### config.mk
export PLATFORM = sky130hd
export DESIGN_NAME = obe_branch
export DESIGN_NICKNAME = d
export VERILOG_FILES = /design/src/obe_pkg.sv /design/src/obe_ar_unit.sv /design/src/obe_branch.sv
export SDC_FILE = /design/constraint.sdc
export NUM_CORES = 1
export LEC_CHECK = 0
export ABC_AREA = 1
export BUFFER_PORTS_ARGS = -buffer_cell sky130_fd_sc_hd__buf_2
export CAP_MARGIN = 20
export CELL_PAD_IN_SITES_DETAIL_PLACEMENT = 1
export CELL_PAD_IN_SITES_GLOBAL_PLACEMENT = 1
export CORE_MARGIN = 2
export CORE_UTILIZATION = 44
export CTS_BUF_LIST = sky130_fd_sc_hd__clkbuf_2 sky130_fd_sc_hd__clkbuf_4 sky130_fd_sc_hd__clkbuf_8
export DETAILED_ROUTE_END_ITERATION = 10
export PLACE_DENSITY = 0.89
export SYNTH_ARGS = -nofsm -noshare
export SYNTH_HDL_FRONTEND = slang
export SYNTH_SLANG_ARGS = --single-unit
export TNS_END_PERCENT = 30
### constraint.sdc
create_clock -name clk -period 2.92 [get_ports clk]
set_input_delay 0.292 -clock clk [delete_from_list [all_inputs] [get_ports clk]]
set_output_delay 0.292 -clock clk [all_outputs]
set_load 0.02 [all_outputs]
### src/obe_pkg.sv
package obe_pkg;
    // opcode layout of the first word
    localparam int          OPC_HI         = 15;
    localparam int          OPC_LO         = 7;
    localparam logic [8:0]  OPC_BV         = 9'h1E1;
    localparam logic [8:0]  OPC_BNV        = 9'h1EF;
    localparam int          IND_BIT        = 7;
    localparam int          INC_BIT        = 5;
    localparam int          DEC_BIT        = 4;
    localparam int          IDX_BIT        = 6;
    localparam int          NARP_BIT       = 3;
    localparam int          NARP_HI        = 2;
    localparam int          NARP_LO        = 0;
    localparam int          INSN_WORDS     = 2;
    localparam int          CYCLE_CLASS    = 7;
    localparam int          EXEC_CYCLES    = 3;
    localparam logic [15:0] PC_STEP        = 16'h0002;
    localparam logic [15:0] PC_RESET       = 16'h0000;
    localparam logic [15:0] PC_WORD_STEP   = 16'h0001;
    localparam logic [15:0] OPW_RESET      = 16'h0000;
    localparam logic [15:0] AR_ONE         = 16'h0001;
    localparam logic [15:0] AR_RESET       = 16'h0000;
    localparam logic [2:0]  ARP_RESET      = 3'h0;
    localparam logic [1:0]  CNT_ZERO       = 2'h0;
    localparam logic [1:0]  CNT_LAST       = 2'(EXEC_CYCLES - 1);
    typedef enum logic [1:0] {OBE_IDLE, OBE_FETCH2, OBE_WAIT} obe_state_t;
endpackage

### src/obe_ar_unit.sv
`timescale 1ns/1ps
module obe_ar_unit
    import obe_pkg::*;
(
    input  wire logic        clk,
    input  wire logic        reset_n,
    input  wire logic        update,
    input  wire logic [7:0]  modField,
    output logic      [15:0] arSel,
    output logic      [2:0]  arpOut,
    output logic      [15:0] ar0Out
);
    logic [15:0] arFile_q [8];
    logic [2:0]  arp_q;
    logic [15:0] cur;
    logic [15:0] step;

    assign cur    = arFile_q[arp_q];
    assign arSel  = cur;
    assign arpOut = arp_q;
    assign ar0Out = arFile_q[0];
    assign step   = modField[IDX_BIT] ? arFile_q[0] : AR_ONE;

    ////////////////////////////////////////////////////////////////////////
    // selected register update
    always_ff @(posedge clk) begin
        if (!reset_n) begin
            for (int i = 0; i < 8; i++) begin
                arFile_q[i] <= AR_RESET;
            end
        end else if (update) begin
            if (modField[INC_BIT] && !modField[DEC_BIT]) begin
                arFile_q[arp_q] <= cur + step;
            end else if (modField[DEC_BIT] && !modField[INC_BIT]) begin
                arFile_q[arp_q] <= cur - step;
            end
        end
    end

    // pointer update
    always_ff @(posedge clk) begin
        if (!reset_n) begin
            arp_q <= ARP_RESET;
        end else if (update && modField[NARP_BIT]) begin
            arp_q <= modField[NARP_HI:NARP_LO];
        end
    end
endmodule

### src/obe_branch.sv
`timescale 1ns/1ps
// Functional notes
// - overflow set: jump, clear flag; else step two
// - overflow clear: jump; else step two, clear
// - modify auxiliary register and pointer regardless
// - no modification field: registers stay unchanged
// - full 16-bit target; pointer zero to seven
// - two-word instruction, class seven timing
module obe_branch
    import obe_pkg::*;
(
    input  wire logic        clk,
    input  wire logic        reset_n,
    input  wire logic        instrValid,
    input  wire logic [15:0] instrWord,
    input  wire logic        overflowSet,
    output logic             instrReady,
    output logic      [15:0] progCounter,
    output logic             pcLoad,
    output logic             overflowClear,
    output logic             busy,
    output logic      [15:0] auxRegSel,
    output logic      [2:0]  auxPointer
);
    ////////////////////////////////////////////////////////////////////////
    // sequencer registers
    obe_state_t  state_q;
    logic [15:0] opWord_q;
    logic        isBv_q;
    logic [1:0]  cnt_q;

    // decode wires
    logic [8:0]  opField;
    logic        isBvWord;
    logic        isBnvWord;
    logic        isBr;
    logic        inIdle;
    logic        inFetch2;
    logic        inWait;
    logic        wordTaken;
    logic        otherWord;
    logic        targetTaken;
    logic        waitDone;
    logic        waitNext;
    logic        busyNext;

    // branch outcome wires
    logic        taken;
    logic        clearOv;
    logic [15:0] pcStepped;
    logic [15:0] pcSingle;

    // auxiliary register unit wires
    logic        arUpdate;
    logic [7:0]  modField;
    logic [15:0] arSel;
    logic [2:0]  arpVal;

    ////////////////////////////////////////////////////////////////////////
    // opcode and state decode
    assign opField     = instrWord[OPC_HI:OPC_LO];
    assign isBvWord    = (opField == OPC_BV);
    assign isBnvWord   = (opField == OPC_BNV);
    assign isBr        = isBvWord || isBnvWord;
    assign inIdle      = (state_q == OBE_IDLE);
    assign inFetch2    = (state_q == OBE_FETCH2);
    assign inWait      = (state_q == OBE_WAIT);
    assign wordTaken   = inIdle && instrValid && isBr;
    assign otherWord   = inIdle && instrValid && !isBr;
    assign targetTaken = inFetch2 && instrValid;
    assign waitDone    = inWait && (cnt_q == CNT_LAST - 2'h1);
    assign waitNext    = targetTaken || (inWait && !waitDone);
    assign busyNext    = wordTaken || inFetch2 || waitNext;

    ////////////////////////////////////////////////////////////////////////
    // branch outcome
    assign taken     = isBv_q ? overflowSet : !overflowSet;
    assign clearOv   = overflowSet;
    assign pcStepped = progCounter + PC_STEP;
    assign pcSingle  = progCounter + PC_WORD_STEP;
    assign modField  = opWord_q[IND_BIT:NARP_LO];
    assign arUpdate  = targetTaken && opWord_q[IND_BIT];

    ////////////////////////////////////////////////////////////////////////
    // sequencer state
    always_ff @(posedge clk) begin
        if (!reset_n) begin
            state_q <= OBE_IDLE;
        end else begin
            case (state_q)
                OBE_IDLE: begin
                    if (wordTaken) begin
                        state_q <= OBE_FETCH2;
                    end
                end
                OBE_FETCH2: begin
                    if (targetTaken) begin
                        state_q <= OBE_WAIT;
                    end
                end
                OBE_WAIT: begin
                    if (waitDone) begin
                        state_q <= OBE_IDLE;
                    end
                end
                default: begin
                    state_q <= OBE_IDLE;
                end
            endcase
        end
    end

    // first word capture
    always_ff @(posedge clk) begin
        if (!reset_n) begin
            opWord_q <= OPW_RESET;
        end else if (wordTaken) begin
            opWord_q <= instrWord;
        end
    end

    // branch flavour capture
    always_ff @(posedge clk) begin
        if (!reset_n) begin
            isBv_q <= 1'b0;
        end else if (wordTaken) begin
            isBv_q <= isBvWord;
        end
    end

    // wait state counter
    always_ff @(posedge clk) begin
        if (!reset_n) begin
            cnt_q <= CNT_ZERO;
        end else if (targetTaken) begin
            cnt_q <= CNT_ZERO;
        end else if (inWait && !waitDone) begin
            cnt_q <= cnt_q + 2'h1;
        end
    end

    ////////////////////////////////////////////////////////////////////////
    // program counter
    always_ff @(posedge clk) begin
        if (!reset_n) begin
            progCounter <= PC_RESET;
        end else if (targetTaken) begin
            if (taken) begin
                progCounter <= instrWord;
            end else begin
                progCounter <= pcStepped;
            end
        end else if (otherWord) begin
            progCounter <= pcSingle;
        end
    end

    // load strobe
    always_ff @(posedge clk) begin
        if (!reset_n) begin
            pcLoad <= 1'b0;
        end else begin
            pcLoad <= targetTaken;
        end
    end

    // overflow clear strobe
    always_ff @(posedge clk) begin
        if (!reset_n) begin
            overflowClear <= 1'b0;
        end else begin
            overflowClear <= targetTaken && clearOv;
        end
    end

    ////////////////////////////////////////////////////////////////////////
    // handshake from the coming state, so it lags the sequencer only in the first idle cycle after reset
    always_ff @(posedge clk) begin
        if (!reset_n) begin
            instrReady <= 1'b0;
        end else begin
            instrReady <= !waitNext;
        end
    end

    // busy while the coming state is not idle
    always_ff @(posedge clk) begin
        if (!reset_n) begin
            busy <= 1'b0;
        end else begin
            busy <= busyNext;
        end
    end

    // auxiliary mirrors
    always_ff @(posedge clk) begin
        if (!reset_n) begin
            auxRegSel <= AR_RESET;
        end else begin
            auxRegSel <= arSel;
        end
    end

    always_ff @(posedge clk) begin
        if (!reset_n) begin
            auxPointer <= ARP_RESET;
        end else begin
            auxPointer <= arpVal;
        end
    end

    ////////////////////////////////////////////////////////////////////////
    // auxiliary register unit
    obe_ar_unit u_ar (
        .clk      (clk),
        .reset_n  (reset_n),
        .update   (arUpdate),
        .modField (modField),
        .arSel    (arSel),
        .arpOut   (arpVal),
        .ar0Out   ()
    );
endmodule

==> qor.json, run 1 <==
{
  "placed_design": {
    "hpwl_reported_at_the_end_of_detailed_placement_um": 21500,
    "routability_driven_placement_congestion_ratio": 0.958,
    "detailed_place.area_mm2": 0.0107,
    "port_buffers": 58,
    "numPlacedInstances": 1486
  },
  "timing": {
    "timing_worst_slew_pin_value_ps": 1000,
    "rsz0062_at_grt": "yes",
    "hold_violations": 0,
    "fin_skew_ps": 29.1,
    "slew_violations": 0,
    "achievable_freq_ghz": 0.305,
    "clock_period_minus_worst_slack_ps": 3280,
    "worst_slew_margin_rel_pct": 33.0,
    "post-route-worst-setup-slack_ps": -362,
    "final.setup.tns_ps": -20410,
    "finalCritPeriodShare_pct": 112,
    "hold-worst-slack_ps": 50.8,
    "setup_viol": 87
  },
  "setup_path": {
    "worst_path_max_delay_cell": "dfxtp_4",
    "critPathMaxStageDelay_ps": 390,
    "worstPathBufferInverterCount": 3,
    "end_kind": "flip-flop",
    "timing.setup.critical_path_class": "flip-flop to flip-flop",
    "cp_common_cell": "nand2_2",
    "worst-endpoint-arrival_ps": 3630,
    "cp_top_family": "simple AND/OR/NAND/NOR gates",
    "critical_path_required_ps": 3270,
    "critPathMaxFanout": 8,
    "crit_path_cell_trace": "buf_12 > nand2_2 > nand2_2 > nor2_4 > inv_1 > nor2_2 > a21oi_1 > xor2_1 > ha_4 > nand2_1 > nand2_2 > nand3_1 > nand2_2 > a211oi_2 > nand2_1 > nand2_1 > nand2_2 > buf_12 > nor2_2",
    "worstSetupStartpointType": "flip-flop"
  },
  "outcome": {
    "run_status": "complete, but fails checks",
    "violations": "setup timing"
  },
  "power_and_ir_drop": {
    "seq_power_share_pct": 54.1,
    "power.switching_uw": 1380,
    "p_leak_uw": 0.00515,
    "power.share.combinational_pct": 7.6,
    "p_sw_share_pct": 25.4,
    "power_frac_clock_pct": 38.3,
    "power_density_mw_per_mm2": 460,
    "worst_vdd_rail_ir_drop_mv": 0.313,
    "cell_internal_pwr_uw": 4060
  },
  "synth": {
    "edff_count_synth": 128,
    "synth.top_cells.by_count": "nor2_1 (232), nand2_1 (181), edfxtp_1 (128)",
    "synth.largest_area_cell": "edfxtp_1",
    "yosysTopAreaCellShare_pct": 39.8,
    "synth_nets": 1155,
    "ys_seq_elements": 186,
    "post_synth_main_area_contributors": "edfxtp_1 (40%), dfxtp_1 (12%), nor2_1 (9.0%)",
    "post_synth_num_cell_types": 52,
    "synth.yosys.seq_area_share_pct": 51.8,
    "yosys_warnings": 0,
    "dominantRegCellSynth": "edfxtp_1",
    "yosys.cell_count.top_type": "nor2_1",
    "post_synth.cell_area_avg_um2": 8.66,
    "postSynthCellCount": 1116,
    "ys_async_sr_fraction_pct": 0,
    "syn_area_mm2": 0.00966
  },
  "detailed_routing": {
    "drtAntennaViolNets": 0,
    "remaining_routing_drc_violations": 0,
    "avgViaCountPerCell": 5.99,
    "drt_iter0_markers": 773,
    "finalWirelength_um": 36700,
    "via_count": 9197,
    "detailedRoute.firstPassIterationCount": 5,
    "drt-wirelength-per-cell_um": 23.9
  },
  "layout": {
    "antennaDiodeCount": 0,
    "multiInputGateArea_mm2": 0.00447,
    "layout.nets": 1282,
    "seqCellArea_mm2": 0.00502,
    "design_area_mm2": 0.0118,
    "non_filler_instance_count_after_layout": 1536,
    "share_of_final_layout_standard_cells_stronger_than_drive_strength_1_pct": 27.1,
    "post-route-util_pct": 54.5,
    "areaGrowthSynthToFinish_pct": 22.4,
    "n_fill_cell": 2534
  },
  "die": {
    "dieWidth_um": 152,
    "design.portCount": 59,
    "die_area_mm2": 0.0232,
    "die_h_um": 152,
    "core_area_mm2": 0.0217,
    "floorplan.rows": 54,
    "initial_utilization_pct": 44.5
  },
  "grt": {
    "grt.total_usage_pct": 28.4,
    "global_route_wire_length_before_repair_um": 51300,
    "grt_pass1_vias": 9422,
    "overflow": 0,
    "initial_antenna_violation_count": 0,
    "grt_start_max_net_pins": 37
  },
  "clock_network": {
    "cts.hold.buffers_added": 0,
    "worstSkewPairLatency_ps": 510,
    "number_of_buffers_on_the_longest_clock_path": 2,
    "clockRootBuffer": "clkbuf_8",
    "clock_sink_count": 186,
    "cts.clk_slew.worst_paths_ps": 120,
    "htreeDepth": 4,
    "numCtsBuffers": 17,
    "tritoncts": "yes"
  },
  "flow_run": {
    "drv_cap": 0
  },
  "worst_hold_path": {
    "hold_path_class": "input pin to flip-flop"
  }
}
==> flip-flops by register name (all words and copies together), names as in the netlist, named ones only <==
name           flops
auxPointer         3
auxRegSel         16
busy               1
cnt_q              2
instrReady         1
isBv_q             1
opWord_q           8
overflowClear      1
pcLoad             1
progCounter       16
state_q            2
u_ar.arFile_q    128
u_ar.arpOut        3
==> metrics by stage <==
step	worst slack, ps	total power (µW)
floorplan	127	3190
global placement	-144	3340
detailed placement	-367	3360
CTS	-22.8	5350
global route	-398	5570
finish	-362	5440
==> cell usage in the layout (no fill, tap or decap), types with 17 or more instances in the layout <==
cell type / instances
o21ai_0: 94
buf_2: 58
dfxtp_1: 53
inv_1: 77
nor2_2: 21
nand3_1: 41
a21oi_1: 47
nand2_4: 17
o22ai_1: 29
buf_4: 83
clkbuf_8: 17
nand2_1: 149
nor2_1: 220
edfxtp_1: 128
nand2_2: 34
==> timing repair <==
item | 4_1_cts | 5_1_grt
gates resized for setup | 63 | 79
cloned | 0 | 0
pin swaps | 27 | 42
setup buffers | 10 | 9
setup endpoints to repair | 88 | 96
==> layer usage <==
layer | wire length [µm] | up-vias | GRT usage, %
met5 | 0 | - | 0
met2 | 18300 | 601 | 50.8
met3 | 2710 | 192 | 5.12
met1 | 13100 | 4422 | 31.9
met4 | 2600 | 0 | 15.9
li1 | - | 3982 | -
==> worst paths after layout <==
check | start | to | slack [ps] | depth (start not counted)
worst max-delay path | opWord_q[6] | u_ar.arFile_q[2][13] | -360 | 19
worst max register to register | opWord_q[6] | u_ar.arFile_q[2][13] | -360 | 19
worst min register to register | u_ar.arpOut[0] | auxPointer[0] | 440 | 2
worst min-delay path | instrWord[5] | opWord_q[5] | 50 | 3
==> power groups by stage <==
stage / clock (µW) / combinational [µW] / sequential (µW)
finish: 2080 / 413 / 2940
global route: 2180 / 439 / 2950
CTS: 2040 / 381 / 2930
detailed placement: 0 / 367 / 3000
global placement: 0 / 355 / 2990
floorplan: 0 / 180 / 3010
==> tightest hold or removal path: cells and delay by family <==
family / cells / cell delay, ps
buffers and inverters: 1 / 100
AND/OR/NAND/NOR: 2 / 120
==> kinds of logic after synthesis <==
group,after synthesis,share of synthesized area [%]
compound gates,227,13.0
xor+xnor,29,2.94
fa+ha+maj,19,2.54
buf+inv,140,6.73
flops,186,51.8
simple gates,515,23.0
==> area by class of cell <==
type                            instances  area share, %
Clock buffer                           18           2.04
Clock inverter                         14           1.84
Inverter                               91           2.96
Multi-Input combinational cell        790           37.8
Sequential cell                       186           42.4
Tap cell                              280           2.96
Timing Repair Buffer                  157           9.95
Power figures use the tool's default switching activity.
==> run 2: changes to the inputs <==
PLACE_DENSITY = unset   (was 0.89)
PLACE_DENSITY_LB_ADDON = 0.12   (was unset)
==> qor.json, run 2 (same netlist as run 1, synthesis figures left out) <==
{
  "power_and_ir_drop": {
    "seq_power_share_pct": 55.1,
    "worst_vdd_rail_ir_drop_mv": 0.240,
    "cell_internal_pwr_uw": 3930,
    "power_density_mw_per_mm2": 446,
    "p_sw_share_pct": 26.2,
    "power.switching_uw": 1400,
    "power.share.combinational_pct": 7.6,
    "p_leak_uw": 0.00516,
    "power_frac_clock_pct": 37.2
  },
  "placed_design": {
    "place_worst_setup_slack_ps": -195,
    "port_buffers": 58,
    "routability_driven_placement_congestion_ratio": 0.871,
    "hpwl_reported_at_the_end_of_detailed_placement_um": 21500,
    "detailed_place.area_mm2": 0.0108
  },
  "layout": {
    "layout_common_cells": "nor2_1 (220), nand2_1 (151), edfxtp_1 (128), buf_4 (100), o21ai_0 (96)",
    "antennaDiodeCount": 0,
    "layout.nets": 1296,
    "areaGrowthSynthToFinish_pct": 23.4,
    "post-route-util_pct": 55.0,
    "largestRegisters": "u_ar.arFile_q x128, auxRegSel x16, progCounter x16",
    "n_fill_cell": 2528,
    "largest_register_ff_count": 128,
    "seqCellArea_mm2": 0.00502,
    "multiInputGateArea_mm2": 0.00450,
    "top_register": "u_ar.arFile_q",
    "final_common_cell": "nor2_1",
    "share_of_final_layout_standard_cells_stronger_than_drive_strength_1_pct": 28.2,
    "design_area_mm2": 0.0119
  },
  "grt": {
    "grt_start_max_net_pins": 37,
    "global_route_wire_length_before_repair_um": 47200,
    "initial_antenna_violation_count": 0,
    "overflow": 0,
    "grt.total_usage_pct": 25.9,
    "grt_pass1_vias": 8801
  },
  "clock_network": {
    "htreeDepth": 4,
    "numCtsBuffers": 17,
    "cts.clk_slew.worst_paths_ps": 120,
    "number_of_buffers_on_the_longest_clock_path": 2,
    "clock_sink_count": 186,
    "tritoncts": "yes",
    "worstSkewPairLatency_ps": 480,
    "cts.hold.buffers_added": 0,
    "clockRootBuffer": "clkbuf_8"
  },
  "die": {
    "die_h_um": 152,
    "floorplan.rows": 54,
    "die_area_mm2": 0.0232,
    "initial_utilization_pct": 44.5,
    "dieWidth_um": 152,
    "design.portCount": 59,
    "core_area_mm2": 0.0217
  },
  "detailed_routing": {
    "avgViaCountPerCell": 5.46,
    "via_count": 8460,
    "detailedRoute.firstPassIterationCount": 5,
    "remaining_routing_drc_violations": 0,
    "drtAntennaViolNets": 0,
    "finalWirelength_um": 31100,
    "drt_iter0_markers": 545,
    "drt-wirelength-per-cell_um": 20.1
  },
  "timing": {
    "clock_period_minus_worst_slack_ps": 2990,
    "hold-worst-slack_ps": 72.2,
    "worst_slew_margin_rel_pct": 44.3,
    "finalCritPeriodShare_pct": 102,
    "rsz0062_at_grt": "yes",
    "slew_violations": 0,
    "post-route-worst-setup-slack_ps": -67.8,
    "hold_violations": 0,
    "final.setup.tns_ps": -683,
    "setup_viol": 24,
    "timing_worst_slew_pin_value_ps": 834,
    "achievable_freq_ghz": 0.335,
    "fin_skew_ps": 21.6
  },
  "setup_path": {
    "worst-endpoint-arrival_ps": 3200,
    "timing.setup.critical_path_class": "flip-flop to flip-flop",
    "critical_path_required_ps": 3130,
    "cp-startpoint": "u_ar.arFile_q[0][5]",
    "critPathMaxFanout": 8,
    "end_kind": "flip-flop",
    "ff2ff_path_depth": 17,
    "worstSetupEndpoint": "u_ar.arFile_q[5][14]",
    "r2r_start": "u_ar.arFile_q[0][5]",
    "critical_path.reg2reg.endpoint": "u_ar.arFile_q[5][14]",
    "ff2ff_setup_slack_ps": -70,
    "worstSetupStartpointType": "flip-flop"
  },
  "worst_hold_path": {
    "hold_path_class": "input pin to flip-flop"
  },
  "outcome": {
    "violations": "setup timing",
    "run_status": "complete, but fails checks"
  },
  "flow_run": {
    "drv_cap": 0
  }
}
[run 2: power by group through the flow]
stage	clock [µW]	sequential (µW)	combinational, µW
after floorplan	0	3010	180
after global placement	0	2990	370
after detailed placement	0	2990	379
after CTS	2010	2930	383
after global routing	2120	2940	443
final	1980	2930	406
[run 2: cell type report]
cell class	instances	area share, %
Multi-Input combinational cell	790	37.7
Tap cell	280	2.94
Timing Repair Buffer	171	10.5
Clock inverter	15	1.86
Clock buffer	17	1.96
Inverter	91	2.97
Sequential cell	186	42.1
[run 2: worst min path at each step]
stage                               from  cells past startpoint            end
after floorplan           u_ar.arpOut[0]                      2  auxPointer[0]
after global placement          cnt_q[1]                      1       cnt_q[1]
after detailed placement  u_ar.arpOut[0]                      2  auxPointer[0]
after CTS                    overflowSet                      3  overflowClear
after global routing         overflowSet                      3  overflowClear
final                        overflowSet                      3  overflowClear
[run 2: metrics by stage]
step	cells	total power, µW
final	1550	5320
after global routing	1550	5510
after CTS	1537	5330
after detailed placement	1502	3370
after global placement	1502	3360
after floorplan	1116	3190
[run 2: metal layers]
| layer | track usage, % | share of wire [%] |
|---|---|---|
| met2 | 47.8 | 53 |
| met5 | 0 | 0 |
| met4 | 7.79 | 3.1 |
| met3 | 2.99 | 3.8 |
| met1 | 31.6 | 40 |
[run 2: critical path, stage by stage (launching register included)]
cell and delay [ps]:
edfxtp_1 460, nand2_2 110, nand2_2 50, nor2_2 120, nand2_2 100, nor2_2 150
nand3b_1 190, nand2_1 130, xor2_1 70, ha_1 340, inv_1 70, buf_4 150
nor3_4 210, nand3_1 150, nand2_1 110, nand2_1 100, nand2_4 140, nor2_1 60
[run 2: repair_timing]
action	in CTS	in global routing
endpoints found under the setup margin	82	96
buffers inserted	3	13
gates resized for setup	32	105
pin swaps	9	48
==> run 3: changes to the inputs <==
--- a/config.mk
+++ b/config.mk
@@ -9,3 +9,2 @@
 export BUFFER_PORTS_ARGS = -buffer_cell sky130_fd_sc_hd__buf_2
-export CAP_MARGIN = 20
 export CELL_PAD_IN_SITES_DETAIL_PLACEMENT = 1
==> constraint.sdc (replaced) <==
create_clock -name clk -period 2.92 [get_ports clk]
set_input_delay 0.584 -clock clk [delete_from_list [all_inputs] [get_ports clk]]
set_output_delay 0.584 -clock clk [all_outputs]
set_load 0.02 [all_outputs]
==> qor.json, run 3 (same netlist as run 1, synthesis figures left out) <==
{
  "die": {
    "initial_utilization_pct": 44.5,
    "dieWidth_um": 152,
    "die_h_um": 152,
    "core_area_mm2": 0.0217,
    "die_area_mm2": 0.0232,
    "design.portCount": 59,
    "floorplan.rows": 54
  },
  "setup_path": {
    "cp_common_cell": "nand2_1",
    "cp_top_family": "compound AO/OA/AOI/OAI gates",
    "worst-endpoint-arrival_ps": 3220,
    "worstSetupStartpointType": "flip-flop",
    "worst_path_max_delay_cell": "dfxtp_4",
    "ff2ff_path_depth": 15,
    "crit_path_cell_trace": "buf_8 > buf_8 > buf_6 > o21ai_0 > o22ai_1 > nand2_1 > nand2_1 > ha_4 > nand2_1 > o21ai_0 > nand2_1 > nand3_1 > xor2_2 > buf_12 > nor2_1",
    "worstPathBufferInverterCount": 4,
    "end_kind": "flip-flop",
    "timing.setup.critical_path_class": "flip-flop to flip-flop",
    "ff2ff_setup_slack_ps": -60,
    "critical_path.reg2reg.endpoint": "u_ar.arFile_q[5][12]",
    "critical_path_required_ps": 3160,
    "critPathMaxFanout": 8,
    "critPathMaxStageDelay_ps": 420
  },
  "placed_design": {
    "detailed_place.area_mm2": 0.0109,
    "port_buffers": 58,
    "routability_driven_placement_congestion_ratio": 0.879,
    "hpwl_reported_at_the_end_of_detailed_placement_um": 21300,
    "place_worst_setup_slack_ps": -360
  },
  "clock_network": {
    "clock_sink_count": 186,
    "htreeDepth": 4,
    "numCtsBuffers": 17,
    "cts.hold.buffers_added": 0,
    "tritoncts": "yes",
    "cts.clk_slew.worst_paths_ps": 110,
    "worstSkewPairLatency_ps": 480,
    "number_of_buffers_on_the_longest_clock_path": 2,
    "clockRootBuffer": "clkbuf_8"
  },
  "detailed_routing": {
    "remaining_routing_drc_violations": 0,
    "drt_iter0_markers": 511,
    "detailedRoute.firstPassIterationCount": 5,
    "avgViaCountPerCell": 5.36,
    "finalWirelength_um": 30800,
    "drt-wirelength-per-cell_um": 19.7,
    "drtAntennaViolNets": 0,
    "via_count": 8363
  },
  "timing": {
    "worst_slew_margin_rel_pct": 43.2,
    "setup_viol": 14,
    "finalCritPeriodShare_pct": 102,
    "slew_violations": 0,
    "hold-worst-slack_ps": 337,
    "clock_period_minus_worst_slack_ps": 2980,
    "timing_worst_slew_pin_value_ps": 850,
    "hold_violations": 0,
    "rsz0062_at_grt": "yes",
    "achievable_freq_ghz": 0.336,
    "post-route-worst-setup-slack_ps": -58.3,
    "fin_skew_ps": 15.8
  },
  "layout": {
    "share_of_final_layout_standard_cells_stronger_than_drive_strength_1_pct": 28.5,
    "largestRegisters": "u_ar.arFile_q x128, auxRegSel x16, progCounter x16",
    "areaGrowthSynthToFinish_pct": 23.5,
    "top_register": "u_ar.arFile_q",
    "largest_register_ff_count": 128,
    "layout.nets": 1305,
    "final_common_cell": "nor2_1",
    "design_area_mm2": 0.0119,
    "antennaDiodeCount": 0,
    "layout_common_cells": "nor2_1 (218), nand2_1 (154), edfxtp_1 (128), buf_4 (105), o21ai_0 (90)"
  },
  "worst_hold_path": {
    "holdPathStages": 3,
    "whs_endpoint": "opWord_q[3]",
    "hold_path_startpoint": "instrWord[3]",
    "hold_path_class": "input pin to flip-flop"
  },
  "grt": {
    "global_route_wire_length_before_repair_um": 47400,
    "grt.total_usage_pct": 26.1,
    "overflow": 0,
    "initial_antenna_violation_count": 0,
    "grt_start_max_net_pins": 37,
    "grt_pass1_vias": 8965
  },
  "power_and_ir_drop": {
    "worst_vdd_rail_ir_drop_mv": 0.290,
    "power_density_mw_per_mm2": 420,
    "p_leak_uw": 0.00522,
    "finalPower_uw": 5010
  },
  "outcome": {
    "violations": "setup timing",
    "run_status": "complete, but fails checks"
  },
  "flow_run": {
    "drv_cap": 0
  }
}
-- run 3: final cells by class --
class / count / area (µm²)
inverters: 91 / 353
repair buffers: 180 / 1340
multi-input cells: 790 / 4500
flip-flops and latches: 186 / 5010
clock inverters: 15 / 136
clock buffers: 17 / 234
well taps: 280 / 350
fillers: 2582 / 9760
-- run 3: timing repair --
| action | CTS | global route |
|---|---|---|
| hold endpoints to repair | 0 | 0 |
| endpoints found under the setup margin | 96 | 104 |
| pin swaps | 12 | 42 |
| gates cloned | 0 | 0 |
| buffers inserted | 6 | 10 |
| resized for setup | 44 | 104 |
-- run 3: power by group --
| group | internal [µW] | switching (µW) |
|---|---|---|
| Sequential | 2890 | 51.1 |
| Combinational | 138 | 255 |
| Clock | 623 | 1060 |
| Total | 3650 | 1370 |
-- run 3: worst max path at each step --
stage / to / depth (start not counted) / from / slack, ps
final: u_ar.arFile_q[5][12] / 15 / flip-flop / -60
after global routing: u_ar.arFile_q[3][15] / 17 / opWord_q[6] / -230
after CTS: u_ar.arFile_q[6][14] / 18 / flip-flop / -0.7
after detailed placement: u_ar.arFile_q[3][15] / 15 / reset_n / -360
after global placement: u_ar.arFile_q[7][15] / 15 / instrValid / -300
after floorplan: u_ar.arFile_q[0][10] / 16 / reset_n / 30
-- run 3: tightest hold or removal path: cells and delay by family --
family | cells | cell delay, ps
buf+inv | 1 | 90
simple gates | 2 | 120
-- run 3: routing by layer --
layer	global-route usage, %	up-vias	routed length, µm
met1	29.8	4095	12200
met2	49.3	185	16500
met3	2.87	60	889
li1	-	4023	-
met4	11.3	0	1190
met5	0	-	0
-- run 3: metrics by stage --
| stage | instances | setup TNS (ps) | util, % |
|---|---|---|---|
| 5_1_grt | 1559 | -11220 | 55.0 |
| 2_1_floorplan | 1116 | 0 | - |
| 3_3_place_gp | 1513 | -13790 | 50.3 |
| 6_report | 1559 | -479 | 55.0 |
| 4_1_cts | 1551 | -1.02 | 52.8 |
| 3_5_place_dp | 1513 | -23100 | 50.3 |
